==> config.mk <==
export PLATFORM = sky130hd
export DESIGN_NAME = fan_pwm_ctrl
export DESIGN_NICKNAME = d
export VERILOG_FILES = /design/src/shared/fan_pkg.sv /design/src/rtl/timebase_gen.sv /design/src/rtl/duty_map.sv /design/src/rtl/fan_pwm_ctrl.sv
export SDC_FILE = /design/constraint.sdc
export NUM_CORES = 1
export LEC_CHECK = 0
export BUFFER_PORTS_ARGS = -buffer_cell sky130_fd_sc_hd__buf_4
export CORE_MARGIN = 3
export CORE_UTILIZATION = 25
export DETAILED_ROUTE_END_ITERATION = 10
export SYNTH_ARGS = -nofsm -noshare
export SYNTH_HDL_FRONTEND = slang
export SYNTH_SLANG_ARGS = --single-unit
==> constraint.sdc <==
create_clock -name sys_clk -period 7 [get_ports sys_clk]
set_input_delay 0 -clock sys_clk [delete_from_list [all_inputs] [get_ports sys_clk]]
set_output_delay 0 -clock sys_clk [all_outputs]
set_load 0.01 [all_outputs]
==> src/shared/fan_pkg.sv <==
// Shared constants, types and duty mapping for the fan PWM controller.
package fan_pkg;

	// System clock and the slow time base that paces sequencing and PWM.
	localparam int CLK_HZ          = 20_000_000;
	localparam int TIMEBASE_HZ     = 30;
	localparam int TIMEBASE_CYCLES = CLK_HZ / TIMEBASE_HZ;
	localparam int STARTUP_PERIODS = 64;

	// Control levels in thousandths of supply; 1000 is full supply.
	localparam int LVL_W = 10;
	localparam int FRAC_W = 9;
	localparam logic [LVL_W-1:0]  FULL_DUTY_LEVEL = 10'h2BC;
	localparam logic [LVL_W-1:0]  DUTY_SPAN       = 10'h190;
	localparam logic [LVL_W-1:0]  ZERO_DUTY_LEVEL = FULL_DUTY_LEVEL - DUTY_SPAN;
	// Fault comparator sits above full duty; kept here for reference by users.
	localparam logic [LVL_W-1:0]  FAULT_LEVEL     = 10'h302;
	localparam logic [FRAC_W-1:0] FULL_FRAC       = 9'h190;
	localparam int STARTUP_CNT_W = 6;
	localparam logic [STARTUP_CNT_W-1:0] STARTUP_LAST = 6'h3F;

	typedef logic [LVL_W-1:0]  level_t;
	typedef logic [FRAC_W-1:0] frac_t;

	typedef enum logic [1:0] {
		ST_SHUTDOWN = 2'b00,
		ST_STARTUP  = 2'b01,
		ST_RUN      = 2'b10,
		ST_SLEEP    = 2'b11
	} fan_state_t;

	// Digital comparator results from the analog front end.
	typedef struct packed {
		logic pri_above_restart;
		logic pri_above_fault;
		logic pri_above_full;
		logic pri_below_sleep;
		logic sec_below_sleep;
		logic pri_above_resume;
		logic sec_above_resume;
		logic sleep_grounded;
	} cmp_t;

	// Maps the larger of two levels onto duty steps, 0 to DUTY_SPAN.
	function automatic frac_t level_to_frac(level_t a, level_t b);
		level_t m;
		m = (a > b) ? a : b;
		if (m >= FULL_DUTY_LEVEL) begin
			return FULL_FRAC;
		end else if (m <= ZERO_DUTY_LEVEL) begin
			return '0;
		end else begin
			return frac_t'(m - ZERO_DUTY_LEVEL);
		end
	endfunction

endpackage

==> src/rtl/timebase_gen.sv <==
// Slow time base: period counter with a pulse on the last cycle of each period.
`timescale 1ns/10ps
module timebase_gen #(
	parameter int PERIOD = fan_pkg::TIMEBASE_CYCLES
) (
	input  wire logic        sys_clk,
	input  wire logic        nrst,
	input  wire logic        shutdown,
	output logic [31:0]      phase,
	output logic             tick
);
	import fan_pkg::*;

	logic [31:0] cnt_q;
	logic [31:0] cnt_d;

	always_comb begin
		tick  = (cnt_q == 32'(PERIOD - 1));
		cnt_d = tick ? 32'h0 : cnt_q + 32'h1;
	end

	always_ff @(posedge sys_clk or posedge shutdown) begin
		if (shutdown) begin
			cnt_q <= 32'h0;
		end else if (!nrst) begin
			cnt_q <= 32'h0;
		end else begin
			cnt_q <= cnt_d;
		end
	end

	assign phase = cnt_q;

endmodule

==> src/rtl/duty_map.sv <==
// Duty value taken once per period from the larger control level.
`timescale 1ns/10ps
module duty_map (
	input  wire logic             sys_clk,
	input  wire logic             nrst,
	input  wire logic             shutdown,
	input  wire logic             tick,
	input  wire fan_pkg::level_t  pri_level,
	input  wire fan_pkg::level_t  sec_level,
	output fan_pkg::frac_t        duty_frac
);
	import fan_pkg::*;

	frac_t duty_q;
	frac_t duty_d;

	always_comb begin
		duty_d = tick ? level_to_frac(pri_level, sec_level) : duty_q;
	end

	always_ff @(posedge sys_clk or posedge shutdown) begin
		if (shutdown) begin
			duty_q <= '0;
		end else if (!nrst) begin
			duty_q <= '0;
		end else begin
			duty_q <= duty_d;
		end
	end

	assign duty_frac = duty_q;

endmodule

==> src/rtl/fan_pwm_ctrl.sv <==
// Fan PWM sequencer: startup kick, sleep, overtemperature flag and shutdown.
// Notes on behaviour
// [RULE_01] Duty follows whichever control input is higher.
// [RULE_02] Linear duty: full at 70 percent, span 40.
// [RULE_03] Primary above full level forces full duty.
// [RULE_04] Waking from sleep forces 64 periods high.
// [RULE_05] Power-on forces 64 periods high before control.
// [RULE_06] Both inputs below sleep level enter sleep.
// [RULE_07] Either input above resume level wakes, then startup.
// [RULE_08] One input below sleep level keeps running.
// [RULE_09] Primary above fault level asserts fault, full duty. The code flags it in ST_RUN only; the flag stays inactive during startup.
// [RULE_10] Fault releases itself when primary drops back.
// [RULE_11] Fault level always lies above full duty.
// [RULE_12] Primary below shutdown level stops everything.
// [RULE_13] One time base paces sequencing and PWM.
// [RULE_14] Primary above restart level resets like power-up.
// [RULE_15] Shutdown keeps drive off, fault flag inactive.
// [RULE_16] Sleep floats drive, fault flag inactive.
// [RULE_17] Grounded sleep threshold disables sleep entirely.
// [RULE_18] Comparators are inputs; shutdown resets asynchronously.
// [RULE_19] Counter over one period compared against duty.
`timescale 1ns/10ps
module fan_pwm_ctrl #(
	parameter int PERIOD_CYCLES = fan_pkg::TIMEBASE_CYCLES
) (
	input  wire logic             sys_clk,
	input  wire logic             nrst,
	input  wire logic             primary_below_shutdown,
	input  wire fan_pkg::cmp_t    cmp,
	input  wire fan_pkg::level_t  primary_temp_input,
	input  wire fan_pkg::level_t  secondary_control_input,
	output logic                  fan_drive,
	output logic                  fan_drive_oe,
	output logic                  overtemp_fault_n,
	output logic                  overtemp_fault_oe
);
	import fan_pkg::*;

	logic [31:0] phase;
	logic        tick;
	frac_t       duty_frac;
	logic        pwm_on;

	fan_state_t               state_q;
	fan_state_t               state_d;
	cmp_t                     flg_q;
	cmp_t                     flg_d;
	logic [STARTUP_CNT_W-1:0] start_cnt_q;
	logic [STARTUP_CNT_W-1:0] start_cnt_d;
	logic                     drive_q;
	logic                     drive_d;
	logic                     drive_oe_q;
	logic                     drive_oe_d;
	logic                     fault_n_q;
	logic                     fault_n_d;
	logic                     both_below;
	logic                     wake;

	// The same period counter sets the PWM period and paces the sequencer.
	timebase_gen #(
		.PERIOD (PERIOD_CYCLES)
	) u_timebase (
		.sys_clk  (sys_clk),
		.nrst     (nrst),
		.shutdown (primary_below_shutdown),
		.phase    (phase),
		.tick     (tick)
	); // see [RULE_13]

	duty_map u_duty (
		.sys_clk   (sys_clk),
		.nrst      (nrst),
		.shutdown  (primary_below_shutdown),
		.tick      (tick),
		.pri_level (primary_temp_input),
		.sec_level (secondary_control_input),
		.duty_frac (duty_frac)
	); // see [RULE_01] see [RULE_02]

	// High while phase/period is below duty/span; widened to avoid overflow.
	always_comb begin
		pwm_on = (64'(phase) * 64'(DUTY_SPAN)) < (64'(duty_frac) * 64'(PERIOD_CYCLES)); // see [RULE_19]
	end

	always_comb begin
		both_below = flg_d.pri_below_sleep && flg_d.sec_below_sleep
			&& !flg_d.sleep_grounded; // see [RULE_08] see [RULE_17]
		wake = flg_d.pri_above_resume || flg_d.sec_above_resume;
	end

	// Comparator results are taken once per time-base period.
	always_comb begin
		flg_d = tick ? cmp : flg_q; // see [RULE_18]
	end

	always_comb begin
		state_d     = state_q;
		start_cnt_d = start_cnt_q;
		if (tick) begin
			unique case (state_q)
				ST_SHUTDOWN: begin
					if (flg_d.pri_above_restart) begin
						state_d     = ST_STARTUP; // see [RULE_14]
						start_cnt_d = '0;
					end
				end
				ST_STARTUP: begin
					if (start_cnt_q == STARTUP_LAST) begin
						state_d = ST_RUN; // see [RULE_04] see [RULE_05]
					end else begin
						start_cnt_d = start_cnt_q + 1'b1;
					end
				end
				ST_RUN: begin
					if (both_below) begin
						state_d = ST_SLEEP; // see [RULE_06]
					end
				end
				ST_SLEEP: begin
					if (wake) begin
						state_d     = ST_STARTUP; // see [RULE_07]
						start_cnt_d = '0;
					end
				end
			endcase
		end
	end

	// Outputs are derived from next-state values so they change with the state.
	always_comb begin
		drive_d    = 1'b0;
		drive_oe_d = 1'b1;
		fault_n_d  = 1'b1;
		unique case (state_d)
			ST_SHUTDOWN: begin
				drive_oe_d = 1'b0; // see [RULE_15]
			end
			ST_STARTUP: begin
				drive_d = 1'b1; // see [RULE_04] see [RULE_05]
			end
			ST_RUN: begin
				// Fault level sits above full duty, so a fault also forces full duty.
				drive_d   = flg_d.pri_above_full || flg_d.pri_above_fault
					|| pwm_on; // see [RULE_03] see [RULE_11]
				fault_n_d = !flg_d.pri_above_fault; // see [RULE_09] see [RULE_10]
			end
			ST_SLEEP: begin
				drive_oe_d = 1'b0; // see [RULE_16]
			end
		endcase
	end

	// Shutdown clears everything at once, without waiting for a clock edge.
	always_ff @(posedge sys_clk or posedge primary_below_shutdown) begin
		if (primary_below_shutdown) begin
			state_q     <= ST_SHUTDOWN; // see [RULE_12] see [RULE_18]
			flg_q       <= '0;
			start_cnt_q <= '0;
			drive_q     <= 1'b0;
			drive_oe_q  <= 1'b0;
			fault_n_q   <= 1'b1;
		end else if (!nrst) begin
			state_q     <= ST_STARTUP;
			flg_q       <= '0;
			start_cnt_q <= '0;
			drive_q     <= 1'b0;
			drive_oe_q  <= 1'b0;
			fault_n_q   <= 1'b1;
		end else begin
			state_q     <= state_d;
			flg_q       <= flg_d;
			start_cnt_q <= start_cnt_d;
			drive_q     <= drive_d;
			drive_oe_q  <= drive_oe_d;
			fault_n_q   <= fault_n_d;
		end
	end

	assign fan_drive         = drive_q;
	assign fan_drive_oe      = drive_oe_q;
	assign overtemp_fault_n  = fault_n_q;
	assign overtemp_fault_oe = !fault_n_q;

	property p_shutdown_off;
		@(posedge sys_clk) disable iff (!nrst)
		primary_below_shutdown |-> !fan_drive && !fan_drive_oe && !overtemp_fault_oe;
	endproperty
	a_shutdown_off: assert property (p_shutdown_off) // see [RULE_12] see [RULE_15]
		else $error("Outputs active during shutdown");

	// The first edge after reset release still shows the reset values of the outputs.
	property p_startup_high;
		@(posedge sys_clk) disable iff (!nrst || primary_below_shutdown)
		state_q == ST_STARTUP && $past(nrst) |-> fan_drive && fan_drive_oe;
	endproperty
	a_startup_high: assert property (p_startup_high) // see [RULE_05]
		else $error("Drive low during startup");

	property p_startup_len;
		@(posedge sys_clk) disable iff (!nrst || primary_below_shutdown)
		tick && state_q == ST_STARTUP |=>
			(state_q == ST_RUN) == ($past(start_cnt_q) == STARTUP_LAST);
	endproperty
	a_startup_len: assert property (p_startup_len) // see [RULE_04]
		else $error("Startup interval not 64 periods");

	property p_sleep_entry;
		@(posedge sys_clk) disable iff (!nrst || primary_below_shutdown)
		tick && state_q == ST_RUN && cmp.pri_below_sleep && cmp.sec_below_sleep
			&& !cmp.sleep_grounded |=> state_q == ST_SLEEP;
	endproperty
	a_sleep_entry: assert property (p_sleep_entry) // see [RULE_06]
		else $error("Sleep not entered");

	property p_one_below;
		@(posedge sys_clk) disable iff (!nrst || primary_below_shutdown)
		tick && state_q == ST_RUN && !(cmp.pri_below_sleep && cmp.sec_below_sleep)
			|=> state_q == ST_RUN;
	endproperty
	a_one_below: assert property (p_one_below) // see [RULE_08]
		else $error("Left run with one input above sleep level");

	property p_sleep_grounded;
		@(posedge sys_clk) disable iff (!nrst || primary_below_shutdown)
		tick && cmp.sleep_grounded && state_q == ST_RUN |=> state_q != ST_SLEEP;
	endproperty
	a_sleep_grounded: assert property (p_sleep_grounded) // see [RULE_17]
		else $error("Sleep entered with sleep disabled");

	property p_wake;
		@(posedge sys_clk) disable iff (!nrst || primary_below_shutdown)
		tick && state_q == ST_SLEEP && (cmp.pri_above_resume || cmp.sec_above_resume)
			|=> state_q == ST_STARTUP && start_cnt_q == '0 && fan_drive;
	endproperty
	a_wake: assert property (p_wake) // see [RULE_07]
		else $error("No startup after wake");

	property p_sleep_float;
		@(posedge sys_clk) disable iff (!nrst || primary_below_shutdown)
		state_q == ST_SLEEP |-> !fan_drive_oe && !overtemp_fault_oe;
	endproperty
	a_sleep_float: assert property (p_sleep_float) // see [RULE_16]
		else $error("Outputs driven in sleep");

	property p_fault;
		@(posedge sys_clk) disable iff (!nrst || primary_below_shutdown)
		state_q == ST_RUN |-> (overtemp_fault_n == !flg_q.pri_above_fault)
			&& (!overtemp_fault_n -> fan_drive);
	endproperty
	a_fault: assert property (p_fault) // see [RULE_09] see [RULE_10]
		else $error("Fault flag or full duty wrong");

	property p_full_duty;
		@(posedge sys_clk) disable iff (!nrst || primary_below_shutdown)
		state_q == ST_RUN && flg_q.pri_above_full |-> fan_drive;
	endproperty
	a_full_duty: assert property (p_full_duty) // see [RULE_03]
		else $error("Not full duty above full level");

	property p_duty_value;
		@(posedge sys_clk) disable iff (!nrst || primary_below_shutdown)
		tick |=> duty_frac == level_to_frac($past(primary_temp_input),
			$past(secondary_control_input));
	endproperty
	a_duty_value: assert property (p_duty_value) // see [RULE_01] see [RULE_02]
		else $error("Duty not taken from larger input");

	property p_restart;
		@(posedge sys_clk) disable iff (!nrst || primary_below_shutdown)
		tick && state_q == ST_SHUTDOWN && cmp.pri_above_restart
			|=> state_q == ST_STARTUP && overtemp_fault_n;
	endproperty
	a_restart: assert property (p_restart) // see [RULE_14]
		else $error("No reset after restart level");

	property p_startup_step;
		@(posedge sys_clk) disable iff (!nrst || primary_below_shutdown)
		tick && state_q == ST_STARTUP && start_cnt_q != STARTUP_LAST
			|=> state_q == ST_STARTUP && start_cnt_q == $past(start_cnt_q) + 1'b1;
	endproperty
	a_startup_step: assert property (p_startup_step) // see [RULE_04] see [RULE_05]
		else $error("Startup count did not advance by one period");

	property p_startup_hold;
		@(posedge sys_clk) disable iff (!nrst || primary_below_shutdown)
		!tick && state_q == ST_STARTUP
			|=> state_q == ST_STARTUP && $stable(start_cnt_q);
	endproperty
	a_startup_hold: assert property (p_startup_hold) // see [RULE_13]
		else $error("Startup count moved between time-base ticks");

	property p_fault_release;
		@(posedge sys_clk) disable iff (!nrst || primary_below_shutdown)
		tick && state_q == ST_RUN && !cmp.pri_above_fault |=> overtemp_fault_n && !overtemp_fault_oe;
	endproperty
	a_fault_release: assert property (p_fault_release) // see [RULE_10]
		else $error("Fault flag held after primary dropped");

	property p_reset_quiet;
		@(posedge sys_clk) disable iff (primary_below_shutdown)
		!nrst |=> !fan_drive && !fan_drive_oe && overtemp_fault_n && state_q == ST_STARTUP;
	endproperty
	a_reset_quiet: assert property (p_reset_quiet) // see [RULE_05]
		else $error("Outputs active during reset");

	c_sleep:   cover property (@(posedge sys_clk) state_q == ST_RUN ##1 state_q == ST_SLEEP);
	c_wake:    cover property (@(posedge sys_clk) state_q == ST_SLEEP ##1 state_q == ST_STARTUP);
	c_fault:   cover property (@(posedge sys_clk) !overtemp_fault_n ##1 overtemp_fault_n);
	c_restart: cover property (@(posedge sys_clk) state_q == ST_SHUTDOWN ##1 state_q == ST_STARTUP);

endmodule

# --- Yosys cells after proc, flatten, opt, wreduce, memory -nomap -nowiden ---
# Cells that the tools add are included.
op_classes:
  addsub: 3
  mul: 2
  n_div: 0
  order_cmp: 4
  n_eq_ne: 13
  shift: 0
  n_mux: 28
  bitwise: 0
  reduce_logical: 12
op_table:
  columns: ["op", "count"]
  rows:
  - ["$mux 32", 2]
  - ["$lt 41x29->1", 1]
  - ["$mul 32x5->37 const B", 1]
  - ["$mux 9", 4]
  - ["$add 32x1->32 const B", 1]
  - ["$eq 32x20->1 const B", 1]
  - ["$mux 6", 5]
  - ["$mul 9x19->28 const B", 1]
  - ["$pmux 6 s3", 1]
  - ["$mux 8", 2]
  - ["$mux 2", 6]
  - ["$ge 10x10->1 const B", 1]
  - ["$gt 10x10->1", 1]
  - ["$le 10x9->1 const B", 1]
  - ["$mux 10", 1]
  - ["$ne 3x3->1 const B", 3]
  - ["$sub 9x9->9 const B", 1]
  - ["$eq 2x2->1 const B", 4]
  - ["$pmux 2 s4", 1]
  - ["$add 6x1->6 const B", 1]
  - ["$eq 6x6->1 const B", 1]
  - ["$mux 1", 5]
  - ["$reduce_and 5->1", 1]
  - ["$eq 2x1->1 const B", 2]
  - ["8 further kinds", 14]
totals:
  regBits: 60
  latch_bits: 0
  ramBits: 0
  romBits: 0
  input_bits: 31
  out_inout_bits: 4
  wordCells: 77
  memories: 0

# --- Longest topological paths before layout ---
# Gate-level depths: netlist (run 1).
logic_depth:
  depth_word: 11
  mapped_depth: 27
  depth_no_buf: 27

# --- Cells and area by module ---
# Synthesis (run 1) repeated with hierarchy kept, for this count alone.
hier_totals:
  hier_cells: 1171
  area_unflattened_um2: 9869.5
modules_own_cells:
  columns: ["mod", "instances", "cells_each", "area_each_um2", "seq_area_each_um2"]
  rows:
  - ["fan_pwm_ctrl", 1, 849, 7038.0, 351.6]
  - ["timebase_gen", 1, 189, 1735.4, 800.8]
  - ["duty_map", 1, 133, 1096.1, 225.2]

# --- Worst setup path before layout (run 1) ---
# No wires, ideal clock.
synth_path:
  path_kind: "register to register"
  start: "reg u_duty.duty_q[0], in the netlist u_duty.duty_frac[0]"
  end: "reg drive_q, in the netlist fan_drive"
  setup_ns: 0.076
  t_arrival_ns: 5.502
  path_slack_ns: 1.421
  stages_incl_launch_ff: 24
  n_path_buf: 0
  period_less_slack_ns: 5.579
  path_cell_list: "dfrtp_1 -> ha_1 -> ha_1 -> fa_1 -> fa_1 -> ha_1 -> a21o_1 -> a21o_1 -> o21ai_0 -> a21oi_1 -> o21ai_1 -> a21oi_1 -> a211oi_1 -> o311ai_1 -> xnor2_1 -> ha_1 -> a21oi_1 -> nor2b_1 -> o21ai_0 -> o2111ai_1 -> a2111oi_1 -> o2111ai_1 -> or4_1 -> o21ai_1"
synth_via:
  elab_chain_len: 5
synth_rtl:
  columns: ["item", "line_no", "source"]
  rows:
  - ["start, declared", "duty_map.sv:14", "frac_t duty_q;"]
  - ["start signal, assigned", "duty_map.sv:27", "duty_q <= duty_d;"]
  - ["$mul 9x19->28", "fan_pwm_ctrl.sv:82", "pwm_on = (64'(phase) * 64'(DUTY_SPAN)) < (64'(duty_frac) * 64'(PERIOD_CYCLES));"]
  - ["$lt 41x29->1", "fan_pwm_ctrl.sv:82", null]
  - ["$logic_or 1x1->1", "fan_pwm_ctrl.sv:144", "|| pwm_on;"]
  - ["$pmux 1 s2", "fan_pwm_ctrl.sv:134", "unique case (state_d)"]
  - ["$mux 1", "fan_pwm_ctrl.sv:162", "end else if (!nrst) begin"]
  - ["end signal, assigned", "fan_pwm_ctrl.sv:173", "drive_q <= drive_d;"]
  - ["end, declared", "fan_pwm_ctrl.sv:50", "logic drive_q;"]
# No other way between the ends.
# A chain may end at the register's enable or synchronous reset.

# --- Worst setup path after layout (run 1) ---
# Ends and elaborated chain as after synthesis.

==> results of run 1 <==
[cell usage after synthesis (14+ instances only)]
library cell and count:
sky130_fd_sc_hd__ha_1 228, sky130_fd_sc_hd__inv_1 211, sky130_fd_sc_hd__nor2_1 69, sky130_fd_sc_hd__xnor2_1 58
sky130_fd_sc_hd__dfrtp_1 55, sky130_fd_sc_hd__fa_1 49, sky130_fd_sc_hd__a21oi_1 46, sky130_fd_sc_hd__a21o_1 42
sky130_fd_sc_hd__nand2_1 42, sky130_fd_sc_hd__o21ai_0 33, sky130_fd_sc_hd__nand3_1 30, sky130_fd_sc_hd__xor2_1 26
sky130_fd_sc_hd__nand4_1 18, sky130_fd_sc_hd__o21ai_1 14
[per-stage QoR]
| step | total power [uW] | hold slack [ns] | util |
|---|---|---|---|
| floorplan | 419.1 | 0.1489 | - |
| global placement | 463.0 | 0.2629 | 0.2794 |
| detailed placement | 465.4 | 0.2686 | 0.2794 |
| CTS | 780.5 | 0.006356 | 0.2853 |
| global route | 810.3 | 0.03246 | 0.2853 |
| finish | 763.3 | 0.02020 | 0.2853 |
[sequential cells by signal, summed over array words and instances (netlist names)]
name	count
state_q	2
u_duty.duty_frac	9
flg_q	4
overtemp_fault_n	1
fan_drive	1
fan_drive_oe	1
start_cnt_q	6
u_timebase.phase	32
[routing by layer]
| metal | wire length [um] | GRT usage | up-vias |
|---|---|---|---|
| met1 | 10490 | 0.1449 | 3430 |
| li1 | - | - | 3792 |
| met4 | 255 | 0.02208 | 0 |
| met3 | 379 | 0.008594 | 21 |
| met5 | 0 | 0 | - |
| met2 | 9209 | 0.1681 | 94 |
[repair_timing]
item	4_1_cts	5_1_grt
endpoints found under the setup margin	0	0
endpoints found under the hold margin	59	0
hold buffers	5	0
[kinds of logic after synthesis]
logic type	after synthesis	share of synthesized area
buffers and inverters	224	0.08949
AOI/OAI and AO/OA	216	0.1565
DFF	56	0.1478
muxes	8	0.008831
adders and majority gates	277	0.4038
xor gates and xnor gates	84	0.07750
and+or+nand+nor	225	0.1161
[final cells by class]
class / instances / area share
Tap cell: 504 / 0.05965
Multi-Input combinational cell: 810 / 0.6855
Clock buffer: 5 / 0.01184
Timing Repair Buffer: 42 / 0.03101
Clock inverter: 3 / 0.004379
Inverter: 211 / 0.07492
Sequential cell: 56 / 0.1327
[final timing paths]
check,start,to,slack (ns),cells after the start
min reg2reg,start_cnt_q[5],start_cnt_q[5],0.49,1
max reg2reg,u_duty.duty_frac[0],fan_drive,0.71,23
max in group asynchronous,primary_below_shutdown,u_timebase.phase[2],6.01,4
min in group asynchronous,primary_below_shutdown,flg_q[1],0.46,4
min,cmp[6],flg_q[6],0.02,3
max,u_duty.duty_frac[0],fan_drive,0.71,23
[critical path: cells and delay by family, from the launching register on]
| kind | cells | cell delay, ns |
|---|---|---|
| XOR/XNOR | 1 | 0.18 |
| AO/OA/AOI/OAI | 14 | 2.77 |
| flip-flops | 1 | 0.47 |
| AND/OR/NAND/NOR | 2 | 0.48 |
| adder cells (fa/ha/maj) | 6 | 2.29 |
[power by group]
group	switching [uW]	internal (uW)	total, uW
Clock	133	171	304
Combinational	74.2	55.4	130
Sequential	4.22	326	330
Total	211	552	763
==> Implementation_results.wiki, run 1 <==
{| class="wikitable"
! Metric !! Value
|-
| Post-cts repair resize count || 0
|-
| PD cells || 72.20 nW/um^2
|-
| Commonest cells after routing, fill and taps aside || sky130_fd_sc_hd__ha_1, sky130_fd_sc_hd__inv_1, sky130_fd_sc_hd__nor2_1, sky130_fd_sc_hd__xnor2_1, sky130_fd_sc_hd__dfrtp_1
|-
| Synthesis Warnings || 0
|-
| Crit end category || register
|-
| Starting density of the core || 0.2562
|-
| Static leakage || 0.005868 uW
|-
| Final critical-path setup slack || 0.7092 ns
|-
| F_max || 159.0 MHz
|-
| Num CTS Buffers || 5
|-
| Area growth from synthesis to layout || 11.36%
|-
| Critical path startpoint category || register
|-
| Total instance count after detailed placement || 1618
|-
| Final Hold Vio Count || 0
|-
| Top cell type's share of synthesized area || 0.3005
|-
| # Max-Cap Violations || 0
|-
| Final routed DRC violation total || 0
|-
| RSZ-0062 raised after global routing || false
|-
| IO Port Bufs || 34
|-
| Largest stage delay, worst path || 0.49 ns
|-
| Root buf cell || sky130_fd_sc_hd__clkbuf_16
|-
| Register clock-pin slew on the reported worst setup and hold paths || 0.08 ns
|-
| Post-synthesis sequential area ratio || 0.1478
|-
| Area of the die || 40340 um^2
|-
| EDFF count, synth || 0
|-
| Worst slack after detailed placement || 0.7712 ns
|-
| Max Slew Vio Count || 0
|-
| Classification of the worst-slack hold path || in2reg
|-
| DR iter-0 viols || 306
|-
| Sum of negative setup slack || 0 ns
|-
| Worst slew pin tran || 0.8556 ns
|-
| Max clock buf depth || 2
|-
| Number of global-route vias before repair || 7402
|-
| CTS sink cnt || 56
|-
| IR Drop Worst-Case VDD || 0.0001061 V
|-
| Register bit count reported by yosys || 56
|-
| Length of the first detailed-routing pass in iterations || 5
|-
| Diode insertion count for antenna repair || 0
|-
| Pin count of the biggest net entering global routing || 57
|-
| Total I/O pin count || 35
|-
| Cells along the critical path || ha_1 > ha_1 > fa_1 > fa_1 > ha_1 > a21o_1 > a21o_1 > o21ai_0 > a21oi_1 > o21ai_1 > a21oi_1 > a211oi_1 > o311ai_1 > xnor2_1 > ha_1 > a21oi_1 > nor2b_1 > o21ai_0 > o2111ai_1 > a2111oi_1 > o2111ai_1 > or4_1 > o21ai_1
|-
| CTS HTree Levels || 2
|-
| Number of instances in the synthesized netlist || 1090
|-
| Worst path arrival time || 6.53 ns
|-
| # nets final || 1434
|-
| Post-Synthesis Mean Instance Area || 8.709 um^2
|-
| Number of cells in the finished layout apart from fillers || 1631
|-
| Area occupied by registers || 1403 um^2
|-
| Vias per cell || 4.498
|-
| Worst slew margin || 0.4148
|-
| Multi-input combinational cell area || 7247 um^2
|-
| Layout cell share with drive strength beyond 1 || 0.05945
|-
| Clock latency reported for the late side of the worst-skew pair || 0.31 ns
|-
| Routability cong. || 0.9406
|-
| Nets in the synthesized netlist || 1398
|-
| Minimum clock period after layout || 6.291 ns
|-
| Dominant cells by area after synthesis || sky130_fd_sc_hd__ha_1, sky130_fd_sc_hd__dfrtp_1, sky130_fd_sc_hd__fa_1
|-
| Core footprint || 37050 um^2
|-
| Final Cycle Share || 0.8987
|-
| Global-route congestion overflow total || 0
|-
| Post-synth ARST share || 1.000
|-
| Global router's overall resource usage || 0.1018
|-
| Vertical die dimension || 200.9 um
|-
| Post-DP HPWL || 17410 um
|-
| Final antenna-violating net count || 0
|-
| Required @ worst endpoint || 7.24 ns
|-
| Run status || finished, final reports clean
|-
| Summed instance area of the synthesized netlist || 9493 um^2
|-
| Largest fanout of any net on the critical path || 6
|-
| Total number of vias || 7337
|-
| Wire length of the first global-routing pass || 35390 um
|-
| Commonest non-fill, non-tap cell in the layout || sky130_fd_sc_hd__ha_1
|-
| Number of unique standard cell types used by synthesis || 71
|-
| Clock Skews || 0.01107 ns
|-
| Final std cell area, no fill || 10570 um^2
|-
| Total placed instance area || 10350 um^2
|-
| Critical path start-end classification || reg2reg
|-
| Routed wire length per instance || 12.47 um
|-
| Number of antenna violations at the first check in global routing || 0
|-
| Most used DFF post-synth || sky130_fd_sc_hd__dfrtp_1
|-
| TritonCTS clock tree || yes
|-
| Post-synth top area cell || sky130_fd_sc_hd__ha_1
|-
| Filler cell count in the final layout || 3924
|-
| Die W || 200.9 um
|-
| Slowest stage cell, crit path || sky130_fd_sc_hd__fa_1
|-
| Cell Rows || 70
|-
| Final setup viols || 0
|-
| Wirelength, routed || 20340 um
|-
| Postcts setup bufs || 0
|-
| Most used cell along the critical path || sky130_fd_sc_hd__ha_1
|}
(Power assumes the default switching activity.)
==> inputs of run 2 (changes only) <==
--- a/config.mk
+++ b/config.mk
@@ -8,6 +8,7 @@
 export BUFFER_PORTS_ARGS = -buffer_cell sky130_fd_sc_hd__buf_4
 export CORE_MARGIN = 3
 export CORE_UTILIZATION = 25
+export CTS_BUF_LIST = sky130_fd_sc_hd__clkbuf_16
 export DETAILED_ROUTE_END_ITERATION = 10
 export SYNTH_ARGS = -nofsm -noshare
 export SYNTH_HDL_FRONTEND = slang
==> constraint.sdc (replaced) <==
create_clock -name sys_clk -period 6.7 [get_ports sys_clk]
set_input_delay 0 -clock sys_clk [delete_from_list [all_inputs] [get_ports sys_clk]]
set_output_delay 0 -clock sys_clk [all_outputs]
set_load 0.01 [all_outputs]
==> Implementation_results.wiki, run 2 (same netlist as run 1, synthesis figures left out) <==
{| class="wikitable"
! Metric !! Value
|-
| Total number of vias || 7299 (was 7337)
|-
| Final Cycle Share || 0.9263 (was 0.8987)
|-
| Global router's overall resource usage || 0.1033 (was 0.1018)
|-
| Required @ worst endpoint || 6.94 ns (was 7.24 ns)
|-
| Minimum clock period after layout || 6.206 ns (was 6.291 ns)
|-
| Length of the first detailed-routing pass in iterations || 5 (unchanged)
|-
| Clock Skews || 0.01291 ns (was 0.01107 ns)
|-
| Diode insertion count for antenna repair || 0 (unchanged)
|-
| Hold Worst Slack || 0.03793 ns (was 0.02020 ns)
|-
| Routability cong. || 0.9405 (was 0.9406)
|-
| Vias per cell || 4.475 (was 4.498)
|-
| Area growth from synthesis to layout || 11.40% (was 11.36%)
|-
| Final antenna-violating net count || 0 (unchanged)
|-
| TritonCTS clock tree || yes (unchanged)
|-
| End point of the worst hold path || flg_q[6] (unchanged)
|-
| Post-DP HPWL || 17480 um (was 17410 um)
|-
| Flip-flop count of the largest register after layout || 32 (unchanged)
|-
| Cell Rows || 70 (unchanged)
|-
| Postcts setup bufs || 0 (unchanged)
|-
| Largest fanout of any net on the critical path || 6 (unchanged)
|-
| Commonest non-fill, non-tap cell in the layout || sky130_fd_sc_hd__ha_1 (unchanged)
|-
| CTS sink cnt || 56 (unchanged)
|-
| Static leakage || 0.005868 uW (about the same)
|-
| DR iter-0 viols || 275 (was 306)
|-
| Cells along the critical path || ha_1 > ha_1 > fa_1 > fa_1 > ha_1 > a21o_1 > a21o_1 > o21ai_0 > a21oi_1 > o21ai_1 > a21oi_2 > a211oi_1 > o311ai_1 > xnor2_1 > ha_1 > a21oi_1 > nor2b_1 > o21ai_0 > o2111ai_1 > a2111oi_1 > o2111ai_1 > or4_1 > o21ai_1 (was ha_1 > ha_1 > fa_1 > fa_1 > ha_1 > a21o_1 > a21o_1 > o21ai_0 > a21oi_1 > o21ai_1 > a21oi_1 > a211oi_1 > o311ai_1 > xnor2_1 > ha_1 > a21oi_1 > nor2b_1 > o21ai_0 > o2111ai_1 > a2111oi_1 > o2111ai_1 > or4_1 > o21ai_1)
|-
| Register-to-Register Path Depth || 23 (unchanged)
|-
| Worst hold start || cmp[6] (unchanged)
|-
| Reg-to-reg startpoint || u_duty.duty_frac[0] (unchanged)
|-
| Final critical-path setup slack || 0.4940 ns (was 0.7092 ns)
|-
| Total I/O pin count || 35 (unchanged)
|-
| # Max-Cap Violations || 0 (unchanged)
|-
| Final Hold Vio Count || 0 (unchanged)
|-
| Worst hold path stage count || 3 (unchanged)
|-
| Critical register-to-register path endpoint || fan_drive (unchanged)
|-
| Starting density of the core || 0.2562 (unchanged)
|-
| Most used cell along the critical path || sky130_fd_sc_hd__ha_1 (unchanged)
|-
| Max Slew Vio Count || 0 (unchanged)
|-
| Clock latency reported for the late side of the worst-skew pair || 0.31 ns (about the same)
|-
| Root buf cell || sky130_fd_sc_hd__clkbuf_16 (unchanged)
|-
| Core utilization of the finished layout || 0.2854 (was 0.2853)
|-
| Sum of negative setup slack || 0 ns (unchanged)
|-
| Final setup viols || 0 (unchanged)
|-
| Wirelength, routed || 20450 um (was 20340 um)
|-
| Critical path startpoint category || register (unchanged)
|-
| Num CTS Buffers || 5 (unchanged)
|-
| IR Drop Worst-Case VDD || 0.00007971 V (was 0.0001061 V)
|-
| Final routed DRC violation total || 0 (unchanged)
|-
| F_max || 161.1 MHz (was 159.0 MHz)
|-
| Core footprint || 37050 um^2 (unchanged)
|-
| Critical path start-end classification || reg2reg (unchanged)
|-
| Register clock-pin slew on the reported worst setup and hold paths || 0.08 ns (about the same)
|-
| Area occupied by registers || 1403 um^2 (unchanged)
|-
| Number of global-route vias before repair || 7441 (was 7402)
|-
| Crit end category || register (unchanged)
|-
| Routed wire length per instance || 12.54 um (was 12.47 um)
|-
| Worst slew margin || 0.4889 (was 0.4148)
|-
| CTS HTree Levels || 2 (unchanged)
|-
| Vertical die dimension || 200.9 um (unchanged)
|-
| Wire length of the first global-routing pass || 35770 um (was 35390 um)
|-
| Die W || 200.9 um (unchanged)
|-
| PD cells || 75.49 nW/um^2 (was 72.20 nW/um^2)
|-
| Commonest cells after routing, fill and taps aside || sky130_fd_sc_hd__ha_1, sky130_fd_sc_hd__inv_1, sky130_fd_sc_hd__nor2_1, sky130_fd_sc_hd__xnor2_1, sky130_fd_sc_hd__dfrtp_1 (unchanged)
|-
| Area of the die || 40340 um^2 (unchanged)
|-
| Global-route congestion overflow total || 0 (unchanged)
|-
| Setup slack of the most critical reg-to-reg path || 0.49 ns (was 0.71 ns)
|-
| Multi-input combinational cell area || 7251 um^2 (was 7247 um^2)
|-
| Classification of the worst-slack hold path || in2reg (unchanged)
|-
| IO Port Bufs || 34 (unchanged)
|-
| Worst slew pin tran || 0.7473 ns (was 0.8556 ns)
|-
| # nets final || 1434 (unchanged)
|-
| Filler cell count in the final layout || 3944 (was 3924)
|-
| Layout cell share with drive strength beyond 1 || 0.06034 (was 0.05945)
|-
| Pin count of the biggest net entering global routing || 57 (unchanged)
|-
| Run status || finished, final reports clean (unchanged)
|-
| RSZ-0062 raised after global routing || false (unchanged)
|-
| Max clock buf depth || 2 (unchanged)
|-
| Worst path arrival time || 6.44 ns (was 6.53 ns)
|-
| Worst slack after detailed placement || 0.4730 ns (was 0.7712 ns)
|-
| Number of antenna violations at the first check in global routing || 0 (unchanged)
|-
| Largest stage delay, worst path || 0.49 ns (about the same)
|-
| Slowest stage cell, crit path || sky130_fd_sc_hd__fa_1 (unchanged)
|}
==> run 2: cell counts in the layout (fill, tap and decap cells not counted) <==
Identical to the previous run, type by type.
==> run 2: metal layers <==
metal  global-route usage  routed length, um  vias up  part of all wire
met3             0.009081                385       22             0.019
li1                     -                  -     3783                 -
met4              0.02484                327        0             0.016
met5                    0                  0        -                 0
met1               0.1445              10370     3397              0.51
met2               0.1723               9370       97              0.46
==> run 2: cell type report <==
class / instances / share of cell area
Multi-Input combinational cell: 810 / 0.6856
Sequential cell: 56 / 0.1326
Inverter: 211 / 0.07489
Tap cell: 504 / 0.05963
Timing Repair Buffer: 42 / 0.03100
Clock buffer: 5 / 0.01183
Clock inverter: 3 / 0.004378
==> run 2: repair_timing <==
item	4_1_cts	5_1_grt
hold buffers	5	0
endpoints found under the hold margin	60	0
resized for setup	0	1
setup endpoints to repair	0	1
==> run 2: worst max-delay path: cells and delay by family (launching register included) <==
kind | cells | cell delay [ns]
AO/OA/AOI/OAI | 14 | 2.68
XOR/XNOR | 1 | 0.17
adder cells (fa/ha/maj) | 6 | 2.33
flip-flops | 1 | 0.47
AND/OR/NAND/NOR | 2 | 0.48
==> run 2: per-stage QoR <==
| step | cell area [um^2] | std cells | total power [uW] |
|---|---|---|---|
| 2_1_floorplan | 9493 | 1090 | 437.9 |
| 3_3_place_gp | 10350 | 1618 | 483.7 |
| 3_5_place_dp | 10350 | 1618 | 486.0 |
| 4_1_cts | 10570 | 1631 | 815.6 |
| 5_1_grt | 10580 | 1631 | 846.5 |
| 6_report | 10580 | 1631 | 798.3 |
==> run 2: power breakdown <==
part / internal [uW] / switching (uW)
clock: 178 / 140
sequential: 340 / 4.46
combinational: 57.7 / 77.7
total: 577 / 222
==> run 2: worst max path at each step <==
stage	start	endpoint	slack (ns)	cells past startpoint
after floorplan	u_duty.duty_frac[0]	fan_drive	1.12	23
after global placement	u_duty.duty_frac[0]	fan_drive	0.65	23
after detailed placement	u_duty.duty_frac[5]	fan_drive	0.47	24
after CTS	u_duty.duty_frac[5]	fan_drive	0.43	24
after global routing	u_duty.duty_frac[5]	fan_drive	0.09	25
final	u_duty.duty_frac[0]	fan_drive	0.49	23
==> inputs of run 3 (changes only) <==
--- a/config.mk
+++ b/config.mk
@@ -10,6 +10,7 @@
 export CORE_UTILIZATION = 25
 export CTS_BUF_LIST = sky130_fd_sc_hd__clkbuf_16
 export DETAILED_ROUTE_END_ITERATION = 10
+export REMOVE_ABC_BUFFERS = 1
 export SYNTH_ARGS = -nofsm -noshare
 export SYNTH_HDL_FRONTEND = slang
 export SYNTH_SLANG_ARGS = --single-unit
==> Implementation_results.wiki, run 3 (same netlist as run 1, synthesis figures left out) <==
{| class="wikitable"
! Metric !! Value
|-
| Run status || finished, final reports clean (unchanged)
|-
| Critical path startpoint category || register (unchanged)
|-
| Total instance count after detailed placement || 1618 (unchanged)
|-
| Filler cell count in the final layout || 3909 (was 3944)
|-
| Wirelength, routed || 20100 um (was 20450 um)
|-
| Commonest cells after routing, fill and taps aside || sky130_fd_sc_hd__ha_1, sky130_fd_sc_hd__inv_1, sky130_fd_sc_hd__nor2_1, sky130_fd_sc_hd__xnor2_1, sky130_fd_sc_hd__dfrtp_1 (unchanged)
|-
| Root buf cell || sky130_fd_sc_hd__clkbuf_16 (unchanged)
|-
| Grt peak-use layer || met2 (unchanged)
|-
| Final Hold Vio Count || 0 (unchanged)
|-
| Crit end category || register (unchanged)
|-
| Vertical die dimension || 200.9 um (unchanged)
|-
| Area growth from synthesis to layout || 11.37% (was 11.40%)
|-
| DR iter-0 viols || 219 (was 275)
|-
| RSZ-0062 raised after global routing || false (unchanged)
|-
| Global routing usage on met3 || 0.01524 (was 0.009081)
|-
| Slowest stage cell, crit path || sky130_fd_sc_hd__fa_1 (unchanged)
|-
| Clock latency reported for the late side of the worst-skew pair || 0.31 ns (about the same)
|-
| Number of antenna violations at the first check in global routing || 0 (unchanged)
|-
| Minimum clock period after layout || 6.122 ns (was 6.206 ns)
|-
| Commonest non-fill, non-tap cell in the layout || sky130_fd_sc_hd__ha_1 (unchanged)
|-
| Critical path start-end classification || reg2reg (unchanged)
|-
| Worst path arrival time || 6.36 ns (was 6.44 ns)
|-
| Total I/O pin count || 35 (unchanged)
|-
| Classification of the worst-slack hold path || in2reg (unchanged)
|-
| Num CTS Buffers || 5 (unchanged)
|-
| Share of total power in sequential cells || 0.430 (was 0.432)
|-
| Largest stage delay, worst path || 0.49 ns (about the same)
|-
| Multi-input combinational cell area || 7247 um^2 (was 7251 um^2)
|-
| Routability cong. || 0.8660 (was 0.9405)
|-
| GR met2 Demand/Resource || 0.1703 (was 0.1723)
|-
| # nets final || 1434 (unchanged)
|-
| Layout cell share with drive strength beyond 1 || 0.05945 (was 0.06034)
|-
| Clock Skews || 0.01139 ns (was 0.01291 ns)
|-
| Number of cells in the finished layout apart from fillers || 1631 (unchanged)
|-
| Length of the first detailed-routing pass in iterations || 5 (unchanged)
|-
| Worst slew margin || 0.5005 (was 0.4889)
|-
| Required @ worst endpoint || 6.94 ns (about the same)
|-
| Number of global-route vias before repair || 7523 (was 7441)
|-
| Reg-to-reg startpoint || u_duty.duty_frac[2] (was u_duty.duty_frac[0])
|-
| Sum of negative setup slack || 0 ns (unchanged)
|-
| Max clock buf depth || 2 (unchanged)
|-
| CTS sink cnt || 56 (unchanged)
|-
| Max Slew Vio Count || 0 (unchanged)
|-
| Clk network pwr share || 0.400 (was 0.398)
|-
| Final Cycle Share || 0.9137 (was 0.9263)
|-
| Post-DP HPWL || 17110 um (was 17480 um)
|-
| Static leakage || 0.005872 uW (was 0.005868 uW)
|-
| Die W || 200.9 um (unchanged)
|-
| F_max || 163.4 MHz (was 161.1 MHz)
|-
| Switching power summed over all nets || 223.5 uW (was 221.8 uW)
|-
| Register-to-Register Path Depth || 23 (unchanged)
|-
| Setup slack of the most critical reg-to-reg path || 0.58 ns (was 0.49 ns)
|-
| Cells along the critical path || ha_1 > ha_1 > fa_1 > fa_1 > ha_1 > a21o_1 > a21o_1 > o21ai_0 > a21oi_1 > o21ai_1 > a21oi_1 > a211oi_1 > o311ai_1 > xnor2_1 > ha_1 > a21oi_1 > nor2b_1 > o21ai_0 > o2111ai_1 > a2111oi_1 > o2111ai_1 > or4_1 > o21ai_1 (was ha_1 > ha_1 > fa_1 > fa_1 > ha_1 > a21o_1 > a21o_1 > o21ai_0 > a21oi_1 > o21ai_1 > a21oi_2 > a211oi_1 > o311ai_1 > xnor2_1 > ha_1 > a21oi_1 > nor2b_1 > o21ai_0 > o2111ai_1 > a2111oi_1 > o2111ai_1 > or4_1 > o21ai_1)
|-
| Vias per cell || 4.472 (was 4.475)
|-
| Starting density of the core || 0.2562 (unchanged)
|-
| Met1 Use GR || 0.1408 (was 0.1445)
|-
| Internal power contribution || 576.8 uW (was 576.5 uW)
|-
| PD cells || 75.70 nW/um^2 (was 75.49 nW/um^2)
|-
| Final routed DRC violation total || 0 (unchanged)
|-
| Routed wire length per instance || 12.32 um (was 12.54 um)
|-
| Diode insertion count for antenna repair || 0 (unchanged)
|-
| Critical path origin || u_duty.duty_frac[2] (was u_duty.duty_frac[0])
|-
| Final setup viols || 0 (unchanged)
|-
| Total placed instance area || 10350 um^2 (unchanged)
|-
| Pin count of the biggest net entering global routing || 57 (unchanged)
|-
| Area occupied by registers || 1403 um^2 (unchanged)
|-
| Worst slew pin tran || 0.7492 ns (was 0.7473 ns)
|-
| Critical register-to-register path endpoint || fan_drive (unchanged)
|-
| Final antenna-violating net count || 0 (unchanged)
|-
| Cell Rows || 70 (unchanged)
|-
| Worst hold start || cmp[6] (unchanged)
|-
| Comb pwr share || 0.169 (was 0.170)
|-
| CTS HTree Levels || 2 (unchanged)
|-
| Global router's overall resource usage || 0.1026 (was 0.1033)
|-
| Flip-flop count of the largest register after layout || 32 (unchanged)
|-
| Global-route congestion overflow total || 0 (unchanged)
|-
| IO Port Bufs || 34 (unchanged)
|-
| Switching power share of the total || 0.2793 (was 0.2778)
|-
| TritonCTS clock tree || yes (unchanged)
|-
| Core footprint || 37050 um^2 (unchanged)
|-
| IR Drop Worst-Case VDD || 0.00008071 V (was 0.00007971 V)
|-
| Largest fanout of any net on the critical path || 6 (unchanged)
|-
| # Max-Cap Violations || 0 (unchanged)
|-
| Worst hold path stage count || 3 (unchanged)
|-
| End point of the worst hold path || flg_q[6] (unchanged)
|-
| Final std cell area, no fill || 10570 um^2 (was 10580 um^2)
|-
| Area of the die || 40340 um^2 (unchanged)
|-
| Register clock-pin slew on the reported worst setup and hold paths || 0.08 ns (about the same)
|-
| Wire length of the first global-routing pass || 35360 um (was 35770 um)
|-
| Most used cell along the critical path || sky130_fd_sc_hd__ha_1 (unchanged)
|-
| Total number of vias || 7294 (was 7299)
|}
run 3: what timing repair did:
action,in CTS,in global routing
setup buffers,0,0
hold buffers,5,0
resized for setup,0,0
endpoints found under the hold margin,59,0
run 3: area by class of cell:
type | count | share of cell area
Tap cell | 504 | 0.05965
Timing Repair Buffer | 42 | 0.03101
Clock inverter | 3 | 0.004497
Clock buffer | 5 | 0.01183
Inverter | 211 | 0.07491
Sequential cell | 56 | 0.1327
Multi-Input combinational cell | 810 | 0.6854
run 3: worst max-delay path by stage:
stage / endpoint / cells after the start
detailed placement: fan_drive / 23
global placement: fan_drive / 23
CTS: fan_drive / 23
floorplan: fan_drive / 23
global route: fan_drive / 24
finish: fan_drive / 23
run 3: worst max-delay path, delay by kind of cell (launching register included):
kind / cells / cell delay, ns
AO/OA/AOI/OAI: 14 / 2.64
adder cells (fa/ha/maj): 6 / 2.30
flip-flops: 1 / 0.48
AND/OR/NAND/NOR: 2 / 0.46
XOR/XNOR: 1 / 0.17
run 3: stage by stage:
| step | hold slack, ns | util | power (uW) | setup slack, ns |
|---|---|---|---|---|
| final | 0.02543 | 0.2854 | 800.4 | 0.5783 |
| after global routing | 0.03490 | 0.2854 | 847.7 | 0.04664 |
| after CTS | 0.01471 | 0.2854 | 818.7 | 0.5717 |
| after detailed placement | 0.2739 | 0.2794 | 486.1 | 0.6167 |
| after global placement | 0.2644 | 0.2794 | 483.9 | 0.6993 |
| after floorplan | 0.06846 | - | 436.2 | 1.121 |
run 3: metal layers:
| metal | vias up | routed length [um] |
|---|---|---|
| li1 | 3776 | - |
| met1 | 3433 | 10250 |
| met2 | 65 | 9104 |
| met4 | 0 | 306 |
| met3 | 20 | 443 |
| met5 | - | 0 |
run 3: power groups by stage:
stage | sequential, uW | combinational, uW | clock, uW
3_3_place_gp | 351 | 133 | 0
2_1_floorplan | 350 | 86.0 | 0
5_1_grt | 345 | 154 | 348
6_report | 344 | 136 | 320
3_5_place_dp | 351 | 135 | 0
4_1_cts | 344 | 138 | 336
